**src/dtc_pkg.sv**
```systemverilog
`default_nettype none
package dtc_pkg;
  localparam int NCH = 4;
  localparam int AW = 24;
  localparam int BW = 16;
  localparam int RPW = 8;
  localparam int LW = BW + 1;
  localparam int NEV = 4;
  // Register address: bits 7:5 page (channel or global), bits 4:2 register
  localparam logic [2:0] PG_GLB = 3'h4;
  localparam logic [2:0] R_CTRL = 3'h0;
  localparam logic [2:0] R_BLOCK = 3'h1;
  localparam logic [2:0] R_REPEAT = 3'h2;
  localparam logic [2:0] R_SRC = 3'h3;
  localparam logic [2:0] R_DST = 3'h4;
  localparam logic [2:0] R_LEFT = 3'h5;
  localparam logic [2:0] G_CFG = 3'h0;
  localparam logic [2:0] G_STAT = 3'h1;
  localparam logic [2:0] G_MASK = 3'h2;
  localparam logic [2:0] G_BUSY = 3'h3;
  // Channel control fields
  localparam int F_EN = 0;
  localparam int F_SWTRIG = 1;
  localparam int F_BURST = 2;
  localparam int F_SMODE = 4;
  localparam int F_DMODE = 6;
  localparam int F_SRELOAD = 8;
  localparam int F_DRELOAD = 9;
  localparam int F_TRIG = 16;
  // Global config and status fields
  localparam int F_RROBIN = 0;
  localparam int F_LINK = 1;
  localparam int CFG_W = 3;
  localparam int ST_DONE = 0;
  localparam int ST_ERR = 4;
  localparam logic [1:0] AM_INC = 2'h1;
  localparam logic [1:0] AM_DEC = 2'h2;
  localparam logic [7:0] TS_EV = 8'h01;
  localparam logic [3:0] TS_PER = 4'h1;
  localparam logic [15:0] TRIG_MASK [NCH] = '{16'h00ff, 16'h0ff0, 16'hff00, 16'hf00f};
  localparam logic [AW-1:0] EEP_BASE = 24'h001000;
  localparam logic [AW-1:0] EEP_SIZE = 24'h001000;
  localparam logic [AW-1:0] FLASH_BASE = 24'h800000;
  localparam logic [AW-1:0] FLASH_SIZE = 24'h800000;
  localparam logic [7:0] STAT_RST = 8'h00;
  localparam logic [3:0] MAX_BURST = 4'h8;
  typedef enum logic [2:0] {S_IDLE, S_RD, S_CAP, S_WR, S_STEP} xfer_state_t;
endpackage
`default_nettype wire

```
**src/channel_arbiter.sv**
```systemverilog
`timescale 1ns/1ps
`default_nettype none
module channel_arbiter (
  input  wire logic       sys_clk,
  input  wire logic       rst,
  input  wire logic [3:0] req,
  input  wire logic       rrobin,
  input  wire logic       take,
  output logic      [1:0] pick,
  output logic            any
);
  logic [1:0] last_q;
  logic [1:0] first;

  // Fixed order starts at channel 0, rotating order after the last winner
  assign first = rrobin ? last_q + 2'h1 : 2'h0;

  always_comb begin
    logic [1:0] idx;
    idx = 2'h0;
    pick = 2'h0;
    any = 1'b0;
    for (int k = dtc_pkg::NCH - 1; k >= 0; k--) begin
      idx = first + 2'(k);
      if (req[idx]) begin
        pick = idx;
        any = 1'b1;
      end
    end
  end

  always_ff @(posedge sys_clk or posedge rst) begin
    if (rst) begin
      last_q <= 2'h0;
    end else if (take) begin
      last_q <= pick;
    end
  end
endmodule // channel_arbiter
`default_nettype wire

```
**src/direct_transfer_controller.sv**
```systemverilog
// Functional notes
// - Four channels, each independently configured
// - Block length one byte to 64K bytes
// - Repeat counter reruns block, up to 255 times
// - Independent increment, decrement or static addressing
// - Optional address reload at transaction end
// - Bursts of 1, 2, 4 or 8 bytes
// - Software selects fixed or rotating priority
// - Paired channels hand over on completion
// - Transfers share the processor data bus
// - EEPROM read only, flash never accessed
// - Peripheral, event or software triggers per channel
// - Memory and peripherals both source and destination
`timescale 1ns/1ps
`default_nettype none
module direct_transfer_controller (
  input  wire logic        sys_clk,
  input  wire logic        rst,
  input  wire logic [7:0]  reg_addr,
  input  wire logic [31:0] reg_wdata,
  input  wire logic        reg_wr,
  input  wire logic        reg_rd,
  output logic      [31:0] reg_rdata,
  input  wire logic [15:0] periph_req,
  input  wire logic [3:0]  event_in,
  output logic             bus_req,
  input  wire logic        bus_gnt,
  output logic      [23:0] mem_addr,
  output logic             mem_rd,
  output logic             mem_wr,
  output logic      [7:0]  mem_wdata,
  input  wire logic [7:0]  mem_rdata,
  output logic             irq
);
  localparam int N = dtc_pkg::NCH;

  function automatic logic [23:0] next_addr(input logic [23:0] a, input logic [1:0] m);
    return (m == dtc_pkg::AM_INC) ? a + 24'h1 : (m == dtc_pkg::AM_DEC) ? a - 24'h1 : a;
  endfunction

  function automatic logic in_rng(input logic [23:0] a, input logic [23:0] b, input logic [23:0] s);
    logic [23:0] off;
    off = a - b;
    return off < s;
  endfunction

  function automatic logic [16:0] blk_len(input logic [15:0] b);
    return {b == 16'h0, b};
  endfunction

  function automatic logic trig_hit(input logic [7:0] s, input logic [15:0] m,
                                    input logic [15:0] p, input logic [3:0] e);
    logic [7:0] ev;
    ev = s - dtc_pkg::TS_EV;
    if (ev < 8'(dtc_pkg::NEV)) begin
      return e[ev[1:0]];
    end
    return (s[7:4] == dtc_pkg::TS_PER) && p[s[3:0]] && m[s[3:0]];
  endfunction

  // Per-channel configuration and working state
  logic [N-1:0]  en_q;
  logic [N-1:0]  pend_q;
  logic [N-1:0]  srel_q;
  logic [N-1:0]  drel_q;
  logic [1:0]    burst_q [N];
  logic [1:0]    smode_q [N];
  logic [1:0]    dmode_q [N];
  logic [7:0]    trig_q  [N];
  logic [15:0]   blk_q   [N];
  logic [7:0]    rep_q   [N];
  logic [23:0]   sbase_q [N];
  logic [23:0]   dbase_q [N];
  logic [23:0]   scur_q  [N];
  logic [23:0]   dcur_q  [N];
  logic [16:0]   left_q  [N];
  logic [7:0]    rleft_q [N];

  // Engine and register file state
  dtc_pkg::xfer_state_t state_q;
  logic [1:0]    sel_q;
  logic [3:0]    bcnt_q;
  logic [2:0]    cfg_q;
  logic [7:0]    stat_q;
  logic [7:0]    mask_q;
  logic [31:0]   rdata_q;
  logic          irq_q;
  logic          bus_req_q;
  logic          mem_rd_q;
  logic          mem_wr_q;
  logic [23:0]   mem_addr_q;
  logic [7:0]    mem_wdata_q;

  logic [N-1:0]  ch_wr;
  logic [N-1:0]  ctrl_wr;
  logic [N-1:0]  arm;
  logic [N-1:0]  link_arm;
  logic [N-1:0]  pend_set;
  logic [N-1:0]  take;
  logic [N-1:0]  mine;
  logic [N-1:0]  done_ev;
  logic [N-1:0]  err_ev;
  logic [1:0]    arb_pick;
  logic          arb_any;
  logic [2:0]    ri;
  logic [1:0]    rc;
  logic          glb_wr;
  logic          step_ev;
  logic          bad;
  logic          bad_ev;
  logic [23:0]   cur_src;
  logic [23:0]   cur_dst;
  logic          blk_last;
  logic          txn_last;
  logic          burst_last;
  logic [7:0]    stat_d;
  logic [31:0]   rd_mux;

  assign ri = reg_addr[4:2];
  assign rc = reg_addr[6:5];
  assign glb_wr = reg_wr && reg_addr[7:5] == dtc_pkg::PG_GLB;
  assign cur_src = scur_q[sel_q];
  assign cur_dst = dcur_q[sel_q];
  assign blk_last = left_q[sel_q] == 17'h1;
  assign txn_last = blk_last && rleft_q[sel_q] == 8'h0;
  assign burst_last = bcnt_q == 4'h1;
  assign step_ev = state_q == dtc_pkg::S_STEP;
  // Never read flash, never write flash or EEPROM
  assign bad = in_rng(cur_src, dtc_pkg::FLASH_BASE, dtc_pkg::FLASH_SIZE) ||
               in_rng(cur_dst, dtc_pkg::FLASH_BASE, dtc_pkg::FLASH_SIZE) ||
               in_rng(cur_dst, dtc_pkg::EEP_BASE, dtc_pkg::EEP_SIZE);
  assign bad_ev = state_q == dtc_pkg::S_RD && bus_gnt && bad;

  for (genvar c = 0; c < N; c++) begin : g_ch
    assign ch_wr[c] = reg_wr && !reg_addr[7] && rc == 2'(c);
    assign ctrl_wr[c] = ch_wr[c] && ri == dtc_pkg::R_CTRL;
    assign link_arm[c] = done_ev[c ^ 1] && cfg_q[dtc_pkg::F_LINK + c / 2];
    assign arm[c] = (ctrl_wr[c] && reg_wdata[dtc_pkg::F_EN] && !en_q[c]) || link_arm[c];
    assign pend_set[c] = (en_q[c] && trig_hit(trig_q[c], dtc_pkg::TRIG_MASK[c], periph_req, event_in)) ||
                         (ctrl_wr[c] && reg_wdata[dtc_pkg::F_SWTRIG]);
    assign mine[c] = sel_q == 2'(c);
    assign take[c] = state_q == dtc_pkg::S_IDLE && arb_any && arb_pick == 2'(c);
    assign done_ev[c] = step_ev && mine[c] && txn_last;
    assign err_ev[c] = bad_ev && mine[c];
  end

  channel_arbiter u_arb (
    .sys_clk (sys_clk),
    .rst     (rst),
    .req     (pend_q & en_q),
    .rrobin  (cfg_q[dtc_pkg::F_RROBIN]),
    .take    (|take),
    .pick    (arb_pick),
    .any     (arb_any)
  );

  always_ff @(posedge sys_clk or posedge rst) begin
    if (rst) begin
      en_q <= '0;
      pend_q <= '0;
      srel_q <= '0;
      drel_q <= '0;
      for (int c = 0; c < N; c++) begin
        burst_q[c] <= 2'h0;
        smode_q[c] <= 2'h0;
        dmode_q[c] <= 2'h0;
        trig_q[c] <= 8'h00;
        blk_q[c] <= 16'h0000;
        rep_q[c] <= 8'h00;
        sbase_q[c] <= 24'h000000;
        dbase_q[c] <= 24'h000000;
        scur_q[c] <= 24'h000000;
        dcur_q[c] <= 24'h000000;
        left_q[c] <= 17'h00000;
        rleft_q[c] <= 8'h00;
      end
    end else begin
      for (int c = 0; c < N; c++) begin
        // A trigger in the cycle of its take is kept
        pend_q[c] <= pend_set[c] || (pend_q[c] && !take[c] && !err_ev[c]);
        if (ch_wr[c]) begin
          unique case (ri)
            dtc_pkg::R_CTRL: begin
              en_q[c] <= reg_wdata[dtc_pkg::F_EN];
              burst_q[c] <= reg_wdata[dtc_pkg::F_BURST +: 2];
              smode_q[c] <= reg_wdata[dtc_pkg::F_SMODE +: 2];
              dmode_q[c] <= reg_wdata[dtc_pkg::F_DMODE +: 2];
              srel_q[c] <= reg_wdata[dtc_pkg::F_SRELOAD];
              drel_q[c] <= reg_wdata[dtc_pkg::F_DRELOAD];
              trig_q[c] <= reg_wdata[dtc_pkg::F_TRIG +: 8];
            end
            dtc_pkg::R_BLOCK: blk_q[c] <= reg_wdata[15:0];
            dtc_pkg::R_REPEAT: rep_q[c] <= reg_wdata[7:0];
            dtc_pkg::R_SRC: begin
              sbase_q[c] <= reg_wdata[23:0];
              scur_q[c] <= reg_wdata[23:0];
            end
            dtc_pkg::R_DST: begin
              dbase_q[c] <= reg_wdata[23:0];
              dcur_q[c] <= reg_wdata[23:0];
            end
            default: ;
          endcase
        end
        if (arm[c]) begin
          en_q[c] <= 1'b1;
          left_q[c] <= blk_len(blk_q[c]);
          rleft_q[c] <= rep_q[c];
        end
        if (step_ev && mine[c]) begin
          // Each side steps by its own mode
          scur_q[c] <= (txn_last && srel_q[c]) ? sbase_q[c] : next_addr(scur_q[c], smode_q[c]);
          dcur_q[c] <= (txn_last && drel_q[c]) ? dbase_q[c] : next_addr(dcur_q[c], dmode_q[c]);
          if (txn_last) begin
            en_q[c] <= 1'b0;
          end else if (blk_last) begin
            left_q[c] <= blk_len(blk_q[c]);
            rleft_q[c] <= rleft_q[c] - 8'h1;
          end else begin
            left_q[c] <= left_q[c] - 17'h1;
          end
        end
        if (err_ev[c]) begin
          en_q[c] <= 1'b0;
        end
      end
    end
  end

  // One byte: read source, capture, write destination, step counters
  always_ff @(posedge sys_clk or posedge rst) begin
    if (rst) begin
      state_q <= dtc_pkg::S_IDLE;
      sel_q <= 2'h0;
      bcnt_q <= 4'h0;
      bus_req_q <= 1'b0;
      mem_rd_q <= 1'b0;
      mem_wr_q <= 1'b0;
      mem_addr_q <= 24'h000000;
      mem_wdata_q <= 8'h00;
    end else begin
      unique case (state_q)
        dtc_pkg::S_IDLE: if (arb_any) begin
          sel_q <= arb_pick;
          bcnt_q <= 4'h1 << burst_q[arb_pick];
          bus_req_q <= 1'b1;
          state_q <= dtc_pkg::S_RD;
        end
        dtc_pkg::S_RD: if (bad_ev) begin
          bus_req_q <= 1'b0;
          state_q <= dtc_pkg::S_IDLE;
        end else if (bus_gnt) begin
          mem_rd_q <= 1'b1;
          mem_addr_q <= cur_src;
          state_q <= dtc_pkg::S_CAP;
        end
        dtc_pkg::S_CAP: begin
          mem_rd_q <= 1'b0;
          state_q <= dtc_pkg::S_WR;
        end
        dtc_pkg::S_WR: begin
          mem_wr_q <= 1'b1;
          mem_addr_q <= cur_dst;
          mem_wdata_q <= mem_rdata;
          state_q <= dtc_pkg::S_STEP;
        end
        dtc_pkg::S_STEP: begin
          mem_wr_q <= 1'b0;
          bcnt_q <= bcnt_q - 4'h1;
          if (txn_last || burst_last) begin
            bus_req_q <= 1'b0;
            state_q <= dtc_pkg::S_IDLE;
          end else begin
            state_q <= dtc_pkg::S_RD;
          end
        end
      endcase
    end
  end

  // Sticky flags: hardware set wins over write-one-to-clear
  assign stat_d = (stat_q & ~(glb_wr && ri == dtc_pkg::G_STAT ? reg_wdata[7:0] : 8'h00)) |
                  {err_ev, done_ev};

  always_comb begin
    rd_mux = 32'h0;
    if (!reg_addr[7]) begin
      unique case (ri)
        dtc_pkg::R_CTRL: rd_mux = {8'h0, trig_q[rc], 6'h0, drel_q[rc], srel_q[rc], dmode_q[rc],
                                   smode_q[rc], burst_q[rc], 1'b0, en_q[rc]};
        dtc_pkg::R_BLOCK: rd_mux = {16'h0, blk_q[rc]};
        dtc_pkg::R_REPEAT: rd_mux = {24'h0, rep_q[rc]};
        dtc_pkg::R_SRC: rd_mux = {8'h0, scur_q[rc]};
        dtc_pkg::R_DST: rd_mux = {8'h0, dcur_q[rc]};
        dtc_pkg::R_LEFT: rd_mux = {7'h0, rleft_q[rc], left_q[rc]};
        default: rd_mux = 32'h0;
      endcase
    end else if (reg_addr[7:5] == dtc_pkg::PG_GLB) begin
      unique case (ri)
        dtc_pkg::G_CFG: rd_mux = {29'h0, cfg_q};
        dtc_pkg::G_STAT: rd_mux = {24'h0, stat_q};
        dtc_pkg::G_MASK: rd_mux = {24'h0, mask_q};
        dtc_pkg::G_BUSY: rd_mux = {21'h0, state_q != dtc_pkg::S_IDLE, sel_q, pend_q, en_q};
        default: rd_mux = 32'h0;
      endcase
    end
  end

  always_ff @(posedge sys_clk or posedge rst) begin
    if (rst) begin
      cfg_q <= 3'h0;
      stat_q <= dtc_pkg::STAT_RST;
      mask_q <= 8'h00;
      rdata_q <= 32'h0;
      irq_q <= 1'b0;
    end else begin
      if (glb_wr && ri == dtc_pkg::G_CFG) begin
        cfg_q <= reg_wdata[dtc_pkg::CFG_W-1:0];
      end
      if (glb_wr && ri == dtc_pkg::G_MASK) begin
        mask_q <= reg_wdata[7:0];
      end
      stat_q <= stat_d;
      irq_q <= |(stat_d & mask_q);
      rdata_q <= reg_rd ? rd_mux : 32'h0;
    end
  end

  assign reg_rdata = rdata_q;
  assign bus_req = bus_req_q;
  assign mem_addr = mem_addr_q;
  assign mem_rd = mem_rd_q;
  assign mem_wr = mem_wr_q;
  assign mem_wdata = mem_wdata_q;
  assign irq = irq_q;

  // Bytes moved in one bus tenure
  logic [3:0] tenure_q;
  always_ff @(posedge sys_clk or posedge rst) begin
    if (rst) begin
      tenure_q <= 4'h0;
    end else begin
      tenure_q <= !bus_req_q ? 4'h0 : tenure_q + {3'h0, mem_wr_q};
    end
  end
endmodule // direct_transfer_controller
`default_nettype wire

```
**config.mk**
```make
export PLATFORM = sky130hd
export DESIGN_NAME = direct_transfer_controller
export DESIGN_NICKNAME = d
export VERILOG_FILES = /design/src/dtc_pkg.sv /design/src/channel_arbiter.sv /design/src/direct_transfer_controller.sv
export SDC_FILE = /design/constraint.sdc
export NUM_CORES = 2
export LEC_CHECK = 0
export BUFFER_PORTS_ARGS = -buffer_cell sky130_fd_sc_hd__buf_2
export CAP_MARGIN = 20
export CELL_PAD_IN_SITES_DETAIL_PLACEMENT = 1
export CELL_PAD_IN_SITES_GLOBAL_PLACEMENT = 2
export CORE_UTILIZATION = 37
export CTS_BUF_LIST = sky130_fd_sc_hd__clkbuf_4 sky130_fd_sc_hd__clkbuf_8 sky130_fd_sc_hd__clkbuf_16
export CTS_CLUSTER_DIAMETER = 40
export CTS_CLUSTER_SIZE = 28
export DETAILED_ROUTE_END_ITERATION = 10
export PLACE_DENSITY = 0.74
export REMOVE_ABC_BUFFERS = 1
export SYNTH_ARGS = -nofsm -noshare
export SYNTH_HDL_FRONTEND = slang
export SYNTH_SLANG_ARGS = --single-unit
```
**constraint.sdc**
```tcl
create_clock -name sys_clk -period 23 [get_ports sys_clk]
set_clock_uncertainty 0.15 [all_clocks]
set_input_delay 2.3 -clock sys_clk [delete_from_list [all_inputs] [get_ports sys_clk]]
set_output_delay 2.3 -clock sys_clk [all_outputs]
set_load 0.005 [all_outputs]
```
# Word level (Yosys, flattened, before mapping)
# Memories as Yosys holds them, arrays and structs flattened.
# Cells that the tools add are included.
# word_totals
word_cells,590
n_memories,4
register_bits,750
output_inout_bits,68
romBits,64
# op_classes
n_lt_le_gt_ge,23
n_eq_ne,55
n_bitwise,8
n_mux,222
n_shift,1
reduce_logical,169
n_addsub,36
# memory_table
name,depth,word_bits,read_ports,rd_clocked_by_memory_dff,wr,line_no,rtl
(no name shown),16,1,1,0,0,direct_transfer_controller.sv:58,return (s[7:4] == dtc_pkg::TS_PER) && p[s[3:0]] && m[s[3:0]];
(no name shown),16,1,1,0,0,direct_transfer_controller.sv:58,
(no name shown),16,1,1,0,0,direct_transfer_controller.sv:58,
(no name shown),16,1,1,0,0,direct_transfer_controller.sv:58,
# op_table
operator,n
24-bit two-way mux,52
17-bit two-way mux,20
8-bit two-way mux,25
24-bit by 1-bit adder with 24-bit output (second input constant),8
24-bit binary-select mux with 2-bit select,4
24-bit by 1-bit subtractor with 24-bit output (second input constant),8
25-bit case mux with 6 select lines,1
1-bit logical AND,77
17-bit binary-select mux with 2-bit select,2
17-bit by 1-bit subtractor with 17-bit output (second input constant),4
1-bit two-way mux,65
8-bit binary-select mux with 2-bit select,4
16-bit logical NOT,4
32-bit two-way mux,2
8-bit by 1-bit subtractor with 8-bit output (second input constant),8
24-bit < comparator (second input constant),2
24-bit case mux with 2 select lines,1
24-bit subtractor (second input constant),2
2-bit AND reduction,23
11-bit case mux with 4 select lines,1
16-bit binary-select mux with 2-bit select,1
8-bit by 3-bit < comparator with 1-bit output (second input constant),4
16-bit two-way mux,2
4-bit by 1-bit != test with 1-bit output (second input constant),8
46 further kinds,186

# Longest topological paths before layout
# logic_depth
word_depth,16
depth_mapped,16

# By module
# From an unflattened synthesis, not the netlist that was laid out.
# hier_totals
cells_unflattened,5041
area_unflattened_um2,48403.9
# by_module_without_submodules
mod,area_each_um2,cells_per_inst,instances
direct_transfer_controller,48071.1,4996,1
channel_arbiter,332.8,45,1

# Worst setup path before layout
# No wires, ideal clock.
# synth_path
path_kind,input -> register
from,input port reg_addr[5]
to,register rdata_q[0] (netlist: reg_rdata[0])
required_ps,22712
n_path_buf,4
setup_ps,138
cell_stages,9
arrival_time_ps,4667
setup_slack_ps,18044
cell_sequence,buf_1 buf_2 buf_1 buf_2 mux4_2 a22oi_1 nand2_1 a221oi_1 o22ai_1
# synth_between
elab_chain_len,7
# synth_rtl
element,line_no,rtl
start: declaration,direct_transfer_controller.sv:19,"input wire logic [7:0] reg_addr,"
2-bit inverter with 3-bit output (implied by the code),--,
"17-bit binary-select mux with 2-bit select, or another cell as far along",direct_transfer_controller.sv:295,"dtc_pkg::R_LEFT: rd_mux = {7'h0, rleft_q[rc], left_q[rc]};"
"17-bit two-way mux (implied by the code), or another cell as far along (2 in a row)",direct_transfer_controller.sv:295,
25-bit case mux with 6 select lines,direct_transfer_controller.sv:288,unique case (ri)
32-bit two-way mux *,direct_transfer_controller.sv:287,if (!reg_addr[7]) begin
32-bit two-way mux *,direct_transfer_controller.sv:325,rdata_q <= reg_rd ? rd_mux : 32'h0;
end signal: assignment,direct_transfer_controller.sv:325,
end: declaration,direct_transfer_controller.sv:86,logic [31:0] rdata_q;
# Every way passes the cells marked *; elsewhere a longest branch is shown, timed or not. The select of a mux whose other input is x is not followed.
# A chain may end at the register's enable or synchronous reset.

# Final worst setup path
# layout_path
from,input port reg_addr[5]
to,register left_q[2] in the netlist's numbering
# layout_between
elab_chain_len,9
# layout_rtl
element,line_no,rtl
2-bit equality test *,direct_transfer_controller.sv:135,assign ch_wr[c] = reg_wr && !reg_addr[7] && rc == 2'(c);
1-bit logical AND *,direct_transfer_controller.sv:135,
1-bit logical AND *,direct_transfer_controller.sv:136,assign ctrl_wr[c] = ch_wr[c] && ri == dtc_pkg::R_CTRL;
1-bit logical AND * (2 in a row),direct_transfer_controller.sv:138,assign arm[c] = (ctrl_wr[c] && reg_wdata[dtc_pkg::F_EN] && !en_q[c]) || link_arm[c];
1-bit logical OR *,direct_transfer_controller.sv:138,
17-bit two-way mux *,direct_transfer_controller.sv:205,if (arm[c]) begin
17-bit two-way mux,direct_transfer_controller.sv:214,if (txn_last) begin
17-bit two-way mux *,direct_transfer_controller.sv:210,if (step_ev && mine[c]) begin
end signal: indexed assignment,direct_transfer_controller.sv:207,left_q[c] <= blk_len(blk_q[c]);
end signal: indexed assignment,direct_transfer_controller.sv:217,left_q[c] <= blk_len(blk_q[c]);
end signal: indexed assignment,direct_transfer_controller.sv:220,left_q[c] <= left_q[c] - 17'h1;
end: declaration,direct_transfer_controller.sv:76,logic [16:0] left_q [N];
# Every way passes the cells marked *; elsewhere a longest branch is shown, timed or not.

==> metrics.txt <==
status=completed; routed via count divided by cell count=between 6 and 7; largest net degree at the start of global routing=roughly 150; portion of netlist area occupied by mux cells=0.140; critical path required time=between 20 and 25 ns; number of warnings reported in the yosys synthesis log=0; Area growth, synth to finish=16.7%; number of hold buffers added after cts=0; clock latency on the worst-skew pair=0.81 ns; most common cell after layout, fill and taps aside=sky130_fd_sc_hd__nand2_1; highest-count cells in the layout ignoring fill and taps=1055 x sky130_fd_sc_hd__nand2_1, 741 x sky130_fd_sc_hd__dfrtp_1, 366 x sky130_fd_sc_hd__o21ai_0; layout cells sized above 1=0.177; total power of the final layout=7.09 mW; peak supply drop=~0.086 mV; most area-consuming cells after synthesis=sky130_fd_sc_hd__dfrtp_1 39%, sky130_fd_sc_hd__mux4_2 8.7%, sky130_fd_sc_hd__nand2_1 8.3%; first-pass GRT wire length=298000 microns; crit path DAT=6.80 ns; biggest cell delay along the critical path=~0.77 ns; Die ar.=between 100000 and 150000 sq um; post-route non-filler standard cell count=7008; post-synth top area share=0.389; relative slew slack=0.234; count of endpoints failing setup in the final report=0; Max Root-Sink Buffers=3; clock tree from TritonCTS=built; most instantiated flip-flop cell in the synthesis netlist=sky130_fd_sc_hd__dfrtp_1; ratio of total power to cell area=127 nW/um^2; Worst path slowest cell=sky130_fd_sc_hd__nor2_1; DR DRC count=0; Setup Crit Path Kind=input port to register; share of the clock period used by the worst path=0.272; cell occurring most often along the worst timing path=sky130_fd_sc_hd__buf_4; NumNets Final=around 5500; hold slack final=0.318 ns; Antenna Violating Nets Remaining=0; H-tree Lvls=4; Rows=131; TritonCTS sink count=between 700 and 800; simple-gate portion of the synthesized area=0.162; clock root buffer master=sky130_fd_sc_hd__clkbuf_16; number of placed I/O pins=~140; antenna violations before repair=7; Inserted Clock Buffers=approximately 150; crit path cell chain=clkbuf_8, buf_4, buf_4, nand3_1, nor4b_1, a31oi_1, buf_4, nor2b_1, nor2_1, a22oi_1, o21ai_0; fraction of the mapped netlist area in compound gates=0.185; per-cell routed wire length=29.0 microns; number of gates given a new drive strength after cts=0; count of mapped cells out of synthesis=5157; worst min-delay path class=register to register; kind of end point of the critical path=register; Post CTS Setup Buffer Count=0; max-slew violations=0; core footprint=128000 sq um; post-synth cell types=90; global-route total usage across every layer=0.311; most area-hungry cell type in the Yosys netlist=sky130_fd_sc_hd__dfrtp_1; Lkg Pwr=25.2 nW; die outline height=roughly 360 microns; GPL Wtd Cong=between 0.9 and 1; Post-Syn Area=~48000 sq um; adder-cell share of the synthesized area=0.0557; DP HPWL=143000 microns; port bufs=between 100 and 150; final worst path period need=6.25 ns; mean cell area of the mapped netlist=9.26 sq um; Seq/Total Area, Yosys=0.389; number of DRC markers after the initial detailed-route iteration=4105; Placed Cells=a little under 7000; slew at the pin closest to its max-slew limit=~1.1 ns; total gr overflow=0; crit start category=input port; number of maximum-capacitance violations=0; Die Width=361 microns; overall via count from detail_route=42900; Max Fclk=160 MHz; Worst-path clk slew=approximately 0.05 ns; Detailed Route WL=203000 microns; Final Hold Viols=0; Post-Synth XOR/XNOR Area=0.0310; largest family of logic cells by synthesized area=compound AO/OA/AOI/OAI gates; number of global-route vias before repair=43500; number of enable flip-flop cells after synthesis=0; share of synthesized registers carrying an async set or reset=1.00; post-route setup TNS=0 ns; flip-flop and latch count after synthesis=743; Pre-Repair DR Iteration Count=6; post-layout worst setup margin=~17 ns; maximum fanout along the worst path=39; RSZ-0062 raised after global routing=no; worst slack at placement=15.97 ns; initial standard-cell utilization of the core=0.374
==> logic make-up (layout without fill, tap and decap cells) <==
group,count (synthesis),in the layout
other,1,11
xor gates and xnor gates,169,169
and+or+nand+nor,1804,1804
adders and majority gates,208,208
muxes,413,413
AOI/OAI and AO/OA,1377,1377
DFF,743,743
buffers and inverters,442,621
==> sequential cells by signal, summed over array words and instances (netlist names), 24 cells and up <==
register,count
rep_q,32
rleft_q,32
reg_rdata,25
blk_q,64
sbase_q,96
dbase_q,96
scur_q,96
left_q,68
trig_q,32
dcur_q,96
mem_addr,24
==> final cells by class <==
class,count,area [sq um]
Fill cell,14400,72100
Clock buffer,198,4430
Clock inverter,78,1110
Tap cell,1662,2080
Timing Repair Buffer,235,1560
Sequential cell,743,18600
Inverter,110,420
Antenna cell,4,10.0
Multi-Input combinational cell,3978,27500
==> synth_stat cells (77+ instances only) <==
| cell | instances |
|---|---|
| sky130_fd_sc_hd__inv_1 | 110 |
| sky130_fd_sc_hd__o21ai_0 | 367 |
| sky130_fd_sc_hd__a21o_1 | 78 |
| sky130_fd_sc_hd__mux4_2 | 185 |
| sky130_fd_sc_hd__xor2_1 | 77 |
| sky130_fd_sc_hd__nand2_1 | 1058 |
| sky130_fd_sc_hd__a21oi_1 | 322 |
| sky130_fd_sc_hd__xnor2_1 | 92 |
| sky130_fd_sc_hd__nor2_1 | 322 |
| sky130_fd_sc_hd__clkbuf_1 | 257 |
| sky130_fd_sc_hd__ha_1 | 200 |
| sky130_fd_sc_hd__dfrtp_1 | 743 |
| sky130_fd_sc_hd__nor3_1 | 114 |
| sky130_fd_sc_hd__mux2_2 | 179 |
| sky130_fd_sc_hd__a211oi_1 | 83 |
==> worst paths after layout <==
path | start | cells after the start | slack [ns] | to
setup / recovery | reg_addr[5] | 11 | 16.75 | left_q[2]
hold / removal | sbase_q[95] | 2 | 0.32 | sbase_q[95]
setup reg to reg | left_q[26] | 12 | 17.69 | scur_q[92]
hold reg to reg | sbase_q[95] | 2 | 0.32 | sbase_q[95]
max in group asynchronous | rst | 5 | 18.21 | smode_q[3]
min in group asynchronous | rst | 2 | 1.51 | rleft_q[9]
==> metrics by stage <==
stage / area (sq um) / util
finish: 55700 / 0.436
floorplan: 46400 / -
CTS: 55600 / 0.435
global route: 55700 / 0.436
global placement: 50100 / 0.392
detailed placement: 50100 / 0.392
==> worst max-delay path: cells and delay by family <==
kind	cells	cell delay (ns)
compound gates	3	0.38
simple gates	4	2.31
buf+inv	4	1.72
==> per-layer routing <==
metal	global-route usage	routed length, microns
met1	0.420	88300
met5	0	0
met4	0.149	9940
met3	0.0557	13900
met2	0.480	91000
==> where the power goes <==
part / total (mW) / switching (mW) / internal (mW)
Sequential: 2.03 / 0.432 / 1.59
Combinational: 2.65 / 1.54 / 1.11
Clock: 2.42 / 0.818 / 1.60
Total: 7.09 / 2.79 / 4.30
(Power assumes the default switching activity.)
